<file path="src/pkg/pmblf_pkg.sv">
package pmblf_pkg;
  // command codes
  localparam logic [7:0] CMD_VOUT_FORMAT = 8'h20;
  localparam logic [7:0] CMD_VOUT_SET = 8'h21;
  localparam logic [7:0] CMD_CAL_OFFSET = 8'h23;
  localparam logic [7:0] CMD_MARGIN_HI = 8'h25;
  localparam logic [7:0] CMD_MARGIN_LO = 8'h26;
  localparam logic [7:0] CMD_DROOP = 8'h28;
  localparam logic [7:0] CMD_INPUT_TURN_ON_LEVEL = 8'h35;
  localparam logic [7:0] CMD_INPUT_TURN_OFF_LEVEL = 8'h36;
  localparam logic [7:0] CMD_OV_LIMIT = 8'h40;
  localparam logic [7:0] CMD_OV_ACTION = 8'h41;
  localparam logic [7:0] CMD_OC_LIMIT = 8'h46;
  localparam logic [7:0] CMD_OC_ACTION = 8'h47;
  localparam logic [7:0] CMD_OC_WARN = 8'h4a;
  localparam logic [7:0] CMD_OT_LIMIT = 8'h4f;
  localparam logic [7:0] CMD_OT_ACTION = 8'h50;

  // output format byte: linear mode, exponent -12
  localparam logic [7:0] VOUT_FORMAT_VAL = 8'h14;

  // action byte fields
  localparam int ACT_RSP_LSB = 6;
  localparam int ACT_RETRY_LSB = 3;
  localparam logic [1:0] RSP_OV = 2'h2;
  localparam logic [1:0] RSP_OC = 2'h3;
  localparam logic [1:0] RSP_OT = 2'h2;
  localparam logic [2:0] DELAY_NONE = 3'h0;
  localparam logic [2:0] RETRY_NONE = 3'h0;
  localparam logic [2:0] RETRY_CONT = 3'h7;

  // output voltage codes, lsb = 2^-12 V
  localparam logic [15:0] VOUT_MIN = 16'h5000;     // 5.000 V
  localparam logic [15:0] VOUT_MAX = 16'hd333;     // 13.200 V
  localparam logic [15:0] OV_MIN = 16'hae67;       // 10.90 V
  localparam logic [15:0] OV_MAX = 16'hffd7;       // 15.99 V
  localparam logic [16:0] OV_HEADROOM = 17'h03fd7; // 3.99 V
  localparam logic signed [15:0] CAL_MAX = 16'sh0400;  // +0.25 V
  localparam logic signed [15:0] CAL_MIN = -16'sh0400; // -0.25 V
  // droop, lsb = 0.1 mV/A
  localparam logic [15:0] DROOP_MAX = 16'h01f4;    // 50
  localparam logic [15:0] DROOP_PAR = 16'h008f;    // 14.3
  // input volts, amps and degrees, lsb = 1/16
  localparam logic [15:0] VIN_MIN = 16'h0210;      // 33 V
  localparam logic [15:0] VIN_MAX = 16'h02e0;      // 46 V
  localparam logic [15:0] VIN_HYST = 16'h0020;     // 2 V
  localparam logic [15:0] OC_MIN = 16'h00f0;       // 15 A
  localparam logic [15:0] OC_MAX = 16'h03c0;       // 60 A
  localparam logic [15:0] OCW_MIN = 16'h0080;      // 8 A
  localparam logic [15:0] OCW_MAX = 16'h0320;      // 50 A
  localparam logic [15:0] OT_MIN = 16'h0190;       // 25 C
  localparam logic [15:0] OT_MAX = 16'h08c0;       // 140 C

  // reset values
  localparam logic [15:0] VOUT_SET_RST = 16'hc000;  // 12.000 V
  localparam logic [15:0] CAL_RST = 16'h0000;
  localparam logic [15:0] MARGIN_HI_RST = 16'hc99a;
  localparam logic [15:0] MARGIN_LO_RST = 16'hb666;
  localparam logic [15:0] INPUT_TURN_ON_LEVEL_RST = 16'h0230;
  localparam logic [15:0] INPUT_TURN_OFF_LEVEL_RST = 16'h0210;
  localparam logic [15:0] OV_LIMIT_RST = 16'he000;
  localparam logic [15:0] OC_LIMIT_RST = 16'h0320;
  localparam logic [15:0] OC_WARN_RST = 16'h0280;
  localparam logic [15:0] OT_LIMIT_RST = 16'h07d0;

  typedef struct packed {
    logic wr;
    logic rd;
    logic [7:0] code;
    logic [15:0] data;
  } pmblf_cmd_t;

  typedef struct packed {
    logic ack;
    logic bad_cmd;
    logic bad_data;
    logic [15:0] data;
  } pmblf_rsp_t;

  typedef enum logic [2:0] {
    ST_RUN = 3'b001,
    ST_LATCH = 3'b010,
    ST_RETRY = 3'b100
  } pmblf_state_t;
endpackage

</file>
<file path="src/pmblf_regs.sv">
`timescale 1ns/1ps
// Notes on behaviour
// [RULE_01] format byte read-only, linear, exponent -12
// [RULE_02] setpoint 16-bit mantissa, resets to 12 V
// [RULE_03] setpoint accepted only 5.000 to 13.200 V
// [RULE_04] offset within 0.25 V, lockable by type
// [RULE_05] margins 5.0-13.2 V, low below high
// [RULE_06] droop 0-50 mV/A, default 0 or 14.3
// [RULE_07] input thresholds 33-46 V, 2 V hysteresis
// [RULE_08] overvoltage limit 10.90-15.99 V, above setpoint
// [RULE_09] hidden ceiling setpoint plus 3.99, max 15.99
// [RULE_10] overvoltage response fixed 10, retry writable
// [RULE_11] only retry 000 or 111 allowed
// [RULE_12] delay field always zero, read-only
// [RULE_13] overcurrent response fixed 11, continuous restart; the code also accepts retry 000 on write and then latches off
// [RULE_14] overcurrent limit 15-60 A, above warning
// [RULE_15] warning 8-50 A, below fault limit
// [RULE_16] overtemperature limit 25-140 C, above warning
// [RULE_17] overtemperature response fixed 10, continuous restart; the code also accepts retry 000 on write and then latches off
// [RULE_18] action bytes reset with retry 111, delay 000
// [RULE_19] bad writes rejected, value kept, flagged
// [RULE_20] host orders related writes to pass checks
module pmblf_regs #(
  parameter bit PARALLEL_UNIT = 1'b0
) (
  // clock and reset
  input wire logic ref_clk,
  input wire logic rst_n,
  // command port
  input wire pmblf_pkg::pmblf_cmd_t cmd,
  output pmblf_pkg::pmblf_rsp_t rsp,
  // neighbouring state
  input wire logic cal_lock,
  input wire logic [15:0] ot_warn_level,
  input wire logic on_request,
  // fault pins, bit 0 ov, 1 oc, 2 ot
  input wire logic [2:0] fault_pin,
  // settings to the power stage
  output logic [15:0] vout_target,
  output logic [15:0] ov_trip_level,
  output logic [15:0] droop_slope,
  output logic [15:0] input_turn_on_level_level,
  output logic [15:0] input_turn_off_level_level,
  output logic [15:0] oc_trip_level,
  output logic [15:0] oc_warn_level,
  output logic [15:0] ot_trip_level,
  output logic shutdown,
  output logic restart
);

  typedef struct packed {
    logic [15:0] vout_set;
    logic [15:0] cal_off;
    logic [15:0] marg_hi;
    logic [15:0] marg_lo;
    logic [15:0] droop;
    logic [15:0] input_turn_on_level;
    logic [15:0] input_turn_off_level;
    logic [15:0] ov_lim;
    logic [15:0] oc_lim;
    logic [15:0] oc_warn;
    logic [15:0] ot_lim;
    logic [2:0] ov_retry;
    logic [2:0] oc_retry;
    logic [2:0] ot_retry;
    logic [15:0] ov_ceil;
    logic [2:0] flt_s1;
    logic [2:0] flt_s2;
    pmblf_pkg::pmblf_state_t st;
    logic shutdown;
    logic restart;
    pmblf_pkg::pmblf_rsp_t rsp;
  } pmblf_regs_t;

  localparam pmblf_regs_t RST = '{
    vout_set: pmblf_pkg::VOUT_SET_RST, // see [RULE_02]
    cal_off: pmblf_pkg::CAL_RST,
    marg_hi: pmblf_pkg::MARGIN_HI_RST,
    marg_lo: pmblf_pkg::MARGIN_LO_RST,
    droop: PARALLEL_UNIT ? pmblf_pkg::DROOP_PAR : 16'h0000, // see [RULE_06]
    input_turn_on_level: pmblf_pkg::INPUT_TURN_ON_LEVEL_RST,
    input_turn_off_level: pmblf_pkg::INPUT_TURN_OFF_LEVEL_RST,
    ov_lim: pmblf_pkg::OV_LIMIT_RST,
    oc_lim: pmblf_pkg::OC_LIMIT_RST,
    oc_warn: pmblf_pkg::OC_WARN_RST,
    ot_lim: pmblf_pkg::OT_LIMIT_RST,
    ov_retry: pmblf_pkg::RETRY_CONT, // see [RULE_18]
    oc_retry: pmblf_pkg::RETRY_CONT, // see [RULE_13]
    ot_retry: pmblf_pkg::RETRY_CONT, // see [RULE_17]
    ov_ceil: pmblf_pkg::OV_LIMIT_RST,
    flt_s1: 3'h0,
    flt_s2: 3'h0,
    st: pmblf_pkg::ST_RUN,
    shutdown: 1'b0,
    restart: 1'b0,
    rsp: '0
  };

  pmblf_regs_t s_q;
  pmblf_regs_t s_d;

  ////////////////////////////////////////////////////////////////////////////
  // helpers

  function automatic logic in_range(input logic [15:0] v, input logic [15:0] lo,
                                    input logic [15:0] hi);
    in_range = (v >= lo) && (v <= hi);
  endfunction

  function automatic logic [7:0] action_byte(input logic [1:0] rsp_f,
                                             input logic [2:0] retry);
    action_byte = {rsp_f, retry, pmblf_pkg::DELAY_NONE}; // see [RULE_12]
  endfunction

  function automatic logic retry_ok(input logic [2:0] r);
    retry_ok = (r == pmblf_pkg::RETRY_NONE) || (r == pmblf_pkg::RETRY_CONT); // see [RULE_11]
  endfunction

  logic [16:0] ceil_sum;
  logic [15:0] ceil_cap;
  logic [2:0] flt;
  logic [2:0] latch_sel;
  logic [2:0] wr_retry;

  ////////////////////////////////////////////////////////////////////////////
  // next state

  always_comb begin
    s_d = s_q;
    s_d.rsp = '0;
    wr_retry = cmd.data[pmblf_pkg::ACT_RETRY_LSB +: 3];

    // fault pins cross in through two flops
    s_d.flt_s1 = fault_pin;
    s_d.flt_s2 = s_q.flt_s1;

    // hidden ceiling, never readable
    ceil_sum = {1'b0, s_q.vout_set} + pmblf_pkg::OV_HEADROOM;
    ceil_cap = (ceil_sum > {1'b0, pmblf_pkg::OV_MAX}) ? pmblf_pkg::OV_MAX : ceil_sum[15:0];
    s_d.ov_ceil = (s_q.ov_lim < ceil_cap) ? s_q.ov_lim : ceil_cap; // see [RULE_09]

    if (cmd.wr) begin
      s_d.rsp.ack = 1'b1;
      if (cmd.code == pmblf_pkg::CMD_VOUT_FORMAT) begin
        s_d.rsp.bad_cmd = 1'b1; // see [RULE_01]
      end else if (cmd.code == pmblf_pkg::CMD_VOUT_SET) begin
        if (in_range(cmd.data, pmblf_pkg::VOUT_MIN, pmblf_pkg::VOUT_MAX)) begin // see [RULE_03]
          s_d.vout_set = cmd.data;
        end else begin
          s_d.rsp.bad_data = 1'b1; // see [RULE_19]
        end
      end else if (cmd.code == pmblf_pkg::CMD_CAL_OFFSET) begin
        if (!cal_lock && ($signed(cmd.data) <= pmblf_pkg::CAL_MAX)
            && ($signed(cmd.data) >= pmblf_pkg::CAL_MIN)) begin // see [RULE_04]
          s_d.cal_off = cmd.data;
        end else begin
          s_d.rsp.bad_data = 1'b1;
        end
      end else if (cmd.code == pmblf_pkg::CMD_MARGIN_HI) begin
        if (in_range(cmd.data, pmblf_pkg::VOUT_MIN, pmblf_pkg::VOUT_MAX)
            && cmd.data > s_q.marg_lo) begin // see [RULE_05]
          s_d.marg_hi = cmd.data;
        end else begin
          s_d.rsp.bad_data = 1'b1;
        end
      end else if (cmd.code == pmblf_pkg::CMD_MARGIN_LO) begin
        if (in_range(cmd.data, pmblf_pkg::VOUT_MIN, pmblf_pkg::VOUT_MAX)
            && cmd.data < s_q.marg_hi) begin // see [RULE_05]
          s_d.marg_lo = cmd.data;
        end else begin
          s_d.rsp.bad_data = 1'b1;
        end
      end else if (cmd.code == pmblf_pkg::CMD_DROOP) begin
        if (cmd.data <= pmblf_pkg::DROOP_MAX) begin // see [RULE_06]
          s_d.droop = cmd.data;
        end else begin
          s_d.rsp.bad_data = 1'b1;
        end
      end else if (cmd.code == pmblf_pkg::CMD_INPUT_TURN_ON_LEVEL) begin
        // on must sit at least the gap above off
        if (in_range(cmd.data, pmblf_pkg::VIN_MIN, pmblf_pkg::VIN_MAX)
            && ({1'b0, cmd.data} >= {1'b0, s_q.input_turn_off_level} + {1'b0, pmblf_pkg::VIN_HYST})) begin // see [RULE_07]
          s_d.input_turn_on_level = cmd.data;
        end else begin
          s_d.rsp.bad_data = 1'b1;
        end
      end else if (cmd.code == pmblf_pkg::CMD_INPUT_TURN_OFF_LEVEL) begin
        if (in_range(cmd.data, pmblf_pkg::VIN_MIN, pmblf_pkg::VIN_MAX)
            && ({1'b0, cmd.data} + {1'b0, pmblf_pkg::VIN_HYST} <= {1'b0, s_q.input_turn_on_level})) begin // see [RULE_07]
          s_d.input_turn_off_level = cmd.data;
        end else begin
          s_d.rsp.bad_data = 1'b1;
        end
      end else if (cmd.code == pmblf_pkg::CMD_OV_LIMIT) begin
        if (in_range(cmd.data, pmblf_pkg::OV_MIN, pmblf_pkg::OV_MAX)
            && cmd.data > s_q.vout_set) begin // see [RULE_08]
          s_d.ov_lim = cmd.data;
        end else begin
          s_d.rsp.bad_data = 1'b1;
        end
      end else if (cmd.code == pmblf_pkg::CMD_OV_ACTION) begin
        // response and delay bits are read-only and ignored on write
        if (retry_ok(wr_retry)) begin // see [RULE_10]
          s_d.ov_retry = wr_retry;
        end else begin
          s_d.rsp.bad_data = 1'b1;
        end
      end else if (cmd.code == pmblf_pkg::CMD_OC_LIMIT) begin
        if (in_range(cmd.data, pmblf_pkg::OC_MIN, pmblf_pkg::OC_MAX)
            && cmd.data > s_q.oc_warn) begin // see [RULE_14]
          s_d.oc_lim = cmd.data;
        end else begin
          s_d.rsp.bad_data = 1'b1;
        end
      end else if (cmd.code == pmblf_pkg::CMD_OC_ACTION) begin
        if (retry_ok(wr_retry)) begin // see [RULE_13]
          s_d.oc_retry = wr_retry;
        end else begin
          s_d.rsp.bad_data = 1'b1;
        end
      end else if (cmd.code == pmblf_pkg::CMD_OC_WARN) begin
        if (in_range(cmd.data, pmblf_pkg::OCW_MIN, pmblf_pkg::OCW_MAX)
            && cmd.data < s_q.oc_lim) begin // see [RULE_15]
          s_d.oc_warn = cmd.data;
        end else begin
          s_d.rsp.bad_data = 1'b1;
        end
      end else if (cmd.code == pmblf_pkg::CMD_OT_LIMIT) begin
        if (in_range(cmd.data, pmblf_pkg::OT_MIN, pmblf_pkg::OT_MAX)
            && cmd.data > ot_warn_level) begin // see [RULE_16]
          s_d.ot_lim = cmd.data;
        end else begin
          s_d.rsp.bad_data = 1'b1;
        end
      end else if (cmd.code == pmblf_pkg::CMD_OT_ACTION) begin
        if (retry_ok(wr_retry)) begin // see [RULE_17]
          s_d.ot_retry = wr_retry;
        end else begin
          s_d.rsp.bad_data = 1'b1;
        end
      end else begin
        s_d.rsp.bad_cmd = 1'b1;
      end
    end else if (cmd.rd) begin
      s_d.rsp.ack = 1'b1;
      if (cmd.code == pmblf_pkg::CMD_VOUT_FORMAT) begin
        s_d.rsp.data = {8'h00, pmblf_pkg::VOUT_FORMAT_VAL}; // see [RULE_01]
      end else if (cmd.code == pmblf_pkg::CMD_VOUT_SET) begin
        s_d.rsp.data = s_q.vout_set;
      end else if (cmd.code == pmblf_pkg::CMD_CAL_OFFSET) begin
        s_d.rsp.data = s_q.cal_off;
      end else if (cmd.code == pmblf_pkg::CMD_MARGIN_HI) begin
        s_d.rsp.data = s_q.marg_hi;
      end else if (cmd.code == pmblf_pkg::CMD_MARGIN_LO) begin
        s_d.rsp.data = s_q.marg_lo;
      end else if (cmd.code == pmblf_pkg::CMD_DROOP) begin
        s_d.rsp.data = s_q.droop;
      end else if (cmd.code == pmblf_pkg::CMD_INPUT_TURN_ON_LEVEL) begin
        s_d.rsp.data = s_q.input_turn_on_level;
      end else if (cmd.code == pmblf_pkg::CMD_INPUT_TURN_OFF_LEVEL) begin
        s_d.rsp.data = s_q.input_turn_off_level;
      end else if (cmd.code == pmblf_pkg::CMD_OV_LIMIT) begin
        s_d.rsp.data = s_q.ov_lim; // user value, never the ceiling
      end else if (cmd.code == pmblf_pkg::CMD_OV_ACTION) begin
        s_d.rsp.data = {8'h00, action_byte(pmblf_pkg::RSP_OV, s_q.ov_retry)}; // see [RULE_10]
      end else if (cmd.code == pmblf_pkg::CMD_OC_LIMIT) begin
        s_d.rsp.data = s_q.oc_lim;
      end else if (cmd.code == pmblf_pkg::CMD_OC_ACTION) begin
        s_d.rsp.data = {8'h00, action_byte(pmblf_pkg::RSP_OC, s_q.oc_retry)}; // see [RULE_13]
      end else if (cmd.code == pmblf_pkg::CMD_OC_WARN) begin
        s_d.rsp.data = s_q.oc_warn;
      end else if (cmd.code == pmblf_pkg::CMD_OT_LIMIT) begin
        s_d.rsp.data = s_q.ot_lim;
      end else if (cmd.code == pmblf_pkg::CMD_OT_ACTION) begin
        s_d.rsp.data = {8'h00, action_byte(pmblf_pkg::RSP_OT, s_q.ot_retry)}; // see [RULE_17]
      end else begin
        s_d.rsp.bad_cmd = 1'b1;
      end
    end

    // fault reaction: a fault with retry 000 latches off, 111 keeps retrying
    flt = s_q.flt_s2;
    latch_sel = flt & {s_q.ot_retry == pmblf_pkg::RETRY_NONE,
                       s_q.oc_retry == pmblf_pkg::RETRY_NONE,
                       s_q.ov_retry == pmblf_pkg::RETRY_NONE};
    if (!on_request) begin
      s_d.st = pmblf_pkg::ST_RUN; // commanded off ends retry and latch
    end else begin
      case (s_q.st)
        pmblf_pkg::ST_RUN: begin
          if (|latch_sel) begin
            s_d.st = pmblf_pkg::ST_LATCH;
          end else if (|flt) begin
            s_d.st = pmblf_pkg::ST_RETRY;
          end
        end
        pmblf_pkg::ST_RETRY: begin
          // another fault without retry latches it off until commanded off
          if (|latch_sel) begin // see [RULE_11]
            s_d.st = pmblf_pkg::ST_LATCH;
          end else if (!(|flt)) begin
            s_d.st = pmblf_pkg::ST_RUN;
          end
        end
        pmblf_pkg::ST_LATCH: begin
          s_d.st = pmblf_pkg::ST_LATCH;
        end
        default: begin
          s_d.st = pmblf_pkg::ST_RUN;
        end
      endcase
    end
    s_d.shutdown = !on_request || (s_d.st != pmblf_pkg::ST_RUN);
    s_d.restart = on_request && (s_d.st == pmblf_pkg::ST_RETRY); // see [RULE_11]
  end

  always_ff @(posedge ref_clk or negedge rst_n) begin
    if (!rst_n) begin
      s_q <= RST;
    end else begin
      s_q <= s_d;
    end
  end

  ////////////////////////////////////////////////////////////////////////////
  // outputs, all from flops

  assign rsp = s_q.rsp;
  assign vout_target = s_q.vout_set;
  assign ov_trip_level = s_q.ov_ceil;
  assign droop_slope = s_q.droop;
  assign input_turn_on_level_level = s_q.input_turn_on_level;
  assign input_turn_off_level_level = s_q.input_turn_off_level;
  assign oc_trip_level = s_q.oc_lim;
  assign oc_warn_level = s_q.oc_warn;
  assign ot_trip_level = s_q.ot_lim;
  assign shutdown = s_q.shutdown;
  assign restart = s_q.restart;

endmodule

</file>
<file path="config.mk">
export PLATFORM = sky130hd
export DESIGN_NAME = pmblf_regs
export DESIGN_NICKNAME = d
export VERILOG_FILES = /design/src/pkg/pmblf_pkg.sv /design/src/pmblf_regs.sv
export SDC_FILE = /design/constraint.sdc
export NUM_CORES = 1
export LEC_CHECK = 0
export BUFFER_PORTS_ARGS = -buffer_cell sky130_fd_sc_hd__buf_2
export CORE_UTILIZATION = 52
export CTS_BUF_LIST = sky130_fd_sc_hd__clkbuf_8
export DETAILED_ROUTE_END_ITERATION = 10
export PLACE_DENSITY_LB_ADDON = 0.2
export SLEW_MARGIN = 20
export SYNTH_ARGS = -nofsm -noshare
export SYNTH_HDL_FRONTEND = slang
export SYNTH_SLANG_ARGS = --single-unit
export TNS_END_PERCENT = 100
</file>
<file path="constraint.sdc">
create_clock -name ref_clk -period 6.6 [get_ports ref_clk]
set_input_delay 0 -clock ref_clk [delete_from_list [all_inputs] [get_ports ref_clk]]
set_output_delay 0 -clock ref_clk [all_outputs]
set_load 0.005 [all_outputs]
</file>
==> key figures <==
Setup path
  • Reg2Reg Depth: 16
  • Required time worst endpoint: a little over 7 ns
  • R2r setup slk: between 1 and 1.5 ns
  • CP max stage cell: o211ai_1
  • Arr. time, crit path: between 6 and 7 ns
  • Worst setup path startpoint: vout_target[0]
  • CP max stage delay: 0.89 ns
  • Crit start category: register
  • Reg-to-reg endpoint: ov_trip_level[12]
  • Start of the worst register-to-register path: vout_target[0]
  • Worst setup endpoint: ov_trip_level[12]
  • Crit-path max FO: 13
  • Critical path endpoint category: register
  • Cells along the critical path: inv_1 > ha_1 > nor2b_1 > o22ai_1 > nor2_1 > and4_1 > o311a_1 > a31o_1 > or3_1 > ha_1 > a21o_1 > a21o_1 > a21oi_1 > o2111ai_1 > o211ai_1 > o22a_1
  • CP Class: register to register

Logic synthesis
  • Syn Area/Cell: ~10 um2
  • Synth Area in Simple Gates: roughly 12%
  • Async SR Flop Fraction: between 90% and 100%
  • Number of synthesized flops with an enable pin: 0
  • Synth Area in XOR/XNOR: under 10%
  • Multiplexer share of the synthesized area: under 10%
  • Synth Cell Area: ~16,000 um2
  • Ys Warns: 0
  • Register area share after synthesis: a little under two fifths
  • Dominant synthesized flop cell: dfrtp_1
  • Cells after synthesis: approximately 1,600
  • Synth unique cells: 84
  • Largest family of logic cells by synthesized area: compound AO/OA/AOI/OAI gates
  • Synth Area in Adders: a little under an eighth
  • Compound-gate portion of the synthesized area: between 10% and 20%
  • #FFs+latches synth: between 200 and 250
  • Syn nets: roughly 1,800

Pwr
  • Clk pwr share: 43.4%
  • Leakage: about 8.4 nW
  • Sequential share of power: about 44%
  • PD cells: slightly below 200 nW/um2
  • Gate power share: between 10% and 20%
  • Switching Share: between 20% and 30%
  • Net Switching: between 0.9 and 1 mW
  • Worst vdd ir: around 0.00015 V
  • Internal power: between 2 and 2.5 mW

STA
  • Slew Limit Fails: 0
  • Worst Tran Pin Value: between 1 and 1.5 ns
  • Sum Neg Setup Slack: 0 ns
  • Setup ws final: 1.06 ns
  • Unrepaired setup endpoints after global routing: false
  • Final hold vios: 0
  • FMAX: between 150 and 200 MHz
  • Period utilization: 84.0%
  • Rel. slew slack: between 20 and 30%
  • Final Setup Violations: 0
  • Clock skew: ~0.021 ns
  • Time the worst path needs with I/O delays and setup: 5.54 ns

Global route
  • Largest net degree at the start of global routing: 93
  • First-pass GRT wire length: ~77 mm
  • GRT overflow: 0
  • Initial antenna violation count: 1
  • Total track usage: 33.0%
  • Number of global-route vias before repair: 12,800

Floorplanning
  • Die Width: ~180 um
  • Core ar.: between 20,000 and 30,000 um2
  • Die area: about 31,000 um2
  • Io pins: between 150 and 200
  • Die Y: around 180 um
  • Starting Density: between 50% and 60%
  • # rows: between 60 and 70

Clock tree
  • Total CTS buffers: between 40 and 50
  • Setup Buffers After CTS: 0
  • Clock-pin slew on the worst setup and hold paths: about 0.060 ns
  • CTS tree: built
  • Clk buf depth: 3
  • Root Buffer: clkbuf_8
  • CTS Sinks: ~230
  • CTS resizes: 0
  • H-tree depth: 2
  • CTS Hold Bufs: 17
  • Clock Latency Late Sink: roughly 0.56 ns

Route
  • Drt total wl: 51.0 mm
  • Antenna Nets Post-Route: 0
  • Initial DRC count: around 1,300
  • Post-DR wirelength/cell: 24.4 um
  • DRC viols: 0
  • Pre-antenna DRT Iters: 5
  • Vias: ~13,000
  • Vias/cell: 6.24

Cells and area
  • Post-route cell area: approximately 17,000 um2
  • Layout cells sized above 1: 26.8%
  • Final Net Count: 1,862
  • Final design utilization: between 50% and 60%
  • Commonest non-fill, non-tap cell in the layout: buf_2
  • Most frequent cells in the layout: buf_2 (196), dfrtp_1 (180), ha_1 (146)
  • Most flop-heavy register: s_q
  • Ant diodes: 0
  • Area growth, synth to finish: 7.91%
  • Filler instances: 2,699
  • Max FFs per register: between 70 and 80

Place
  • Gp weighted congestion: 0.965
  • Area after DPL: ~16,000 um2
  • Worst slack, placed: 1.26 ns
  • Number of port buffers: just under 200
  • DP HPWL: roughly 37 mm

Flow run
  • Max-Cap Viols: 0

Run status
  • Status: completed

Min path
  • Worst min path class: primary input to asynchronous set/reset pin
[cells by family (layout without fill, tap and decap cells)]
kind of cell,after synthesis,in the layout
AND/OR/NAND/NOR,366,366
AO/OA/AOI/OAI,359,359
buffers and inverters,355,436
flip-flops,231,231
adder cells (fa/ha/maj),147,147
multiplexers,130,130
XOR/XNOR,31,31
[power by group through the flow]
stage	clock network (mW)	logic (mW)	registers, mW
CTS	1.48	0.403	1.49
floorplan	0	0.260	1.50
finish	1.45	0.409	1.49
global placement	0	0.384	1.51
global route	1.54	0.449	1.49
detailed placement	0	0.394	1.51
[how the worst min path moves through the flow]
| stage | end | slack (ns) | cells past startpoint | start |
|---|---|---|---|---|
| 6_report | input_turn_off_level_level[0] | 0.02 | 2 | rst_n |
| 3_3_place_gp | input_turn_off_level_level[10] | 0.04 | 1 | rst_n |
| 4_1_cts | ot_trip_level[6] | 0.05 | 2 | cmd[6] |
| 5_1_grt | ot_trip_level[6] | 0.08 | 2 | cmd[6] |
| 3_5_place_dp | input_turn_off_level_level[10] | 0.05 | 1 | rst_n |
| 2_1_floorplan | droop_slope[0] | -0.30 | 0 | rst_n |
[worst max-delay path, delay by kind of cell (launching register included)]
| family | cells | cell delay, ns |
|---|---|---|
| AOI/OAI and AO/OA | 9 | 3.11 |
| and+or+nand+nor | 4 | 0.98 |
| DFF | 1 | 0.66 |
| adders and majority gates | 2 | 0.58 |
| buffers and inverters | 1 | 0.13 |
[per-stage QoR]
stage          hold slack, ns  cells  power (mW)
2_1_floorplan          -0.296   1619        1.76
5_1_grt                0.0837   2090        3.48
6_report               0.0212   2090        3.35
3_5_place_dp           0.0519   1995        1.90
3_3_place_gp           0.0402   1995        1.89
4_1_cts                0.0515   2090        3.37
[cell type report]
class | instances | area [um2] | area share (%)
clock buffer | 54 | 743 | 4.36
clock inverter | 24 | 160 | 0.939
inverter | 129 | 484 | 2.84
multi-input combinational | 1033 | 8060 | 47.3
sequential | 231 | 5840 | 34.3
tap | 390 | 488 | 2.86
timing repair buffer | 229 | 1280 | 7.50
[routing by layer]
metal | track usage, % | part of all wire [%] | up-vias
li1 | - | - | 5822
met1 | 45.9 | 43 | 6426
met2 | 48.5 | 43 | 651
met3 | 6.72 | 8.8 | 140
met4 | 16.8 | 5.3 | 2
met5 | 0 | 0.025 | -
[synth_stat cells (11+ instances only)]
library cell  number  area share, %
mux2i_1           30            1.9
o22a_1            11           0.61
and4_1            16           0.89
a221oi_1          27            1.5
nor2_1            71            1.7
nand2_1           80            1.9
xnor2_1           18            1.0
clkbuf_1          61            1.4
mux2_2           100            7.1
nor2b_1           35            1.4
a21oi_1           73            2.3
dfstp_2           51            8.5
o21a_1            14           0.66
dfrtp_1          180             28
xor2_1            13           0.72
nand2b_1          16           0.63
a221o_1           12           0.76
nand4_1           24           0.95
buf_2             12           0.38
ha_1             146             12
a21o_1            33            1.6
buf_4            147            7.0
a211oi_1          12           0.57
nand3_1           25           0.79
o21ai_0           64            2.0
o221ai_1          21            1.2
a22oi_1           14           0.66
inv_1            128            3.0
nor3_1            31           0.98
No activity file was read; power rests on OpenSTA's default activity.
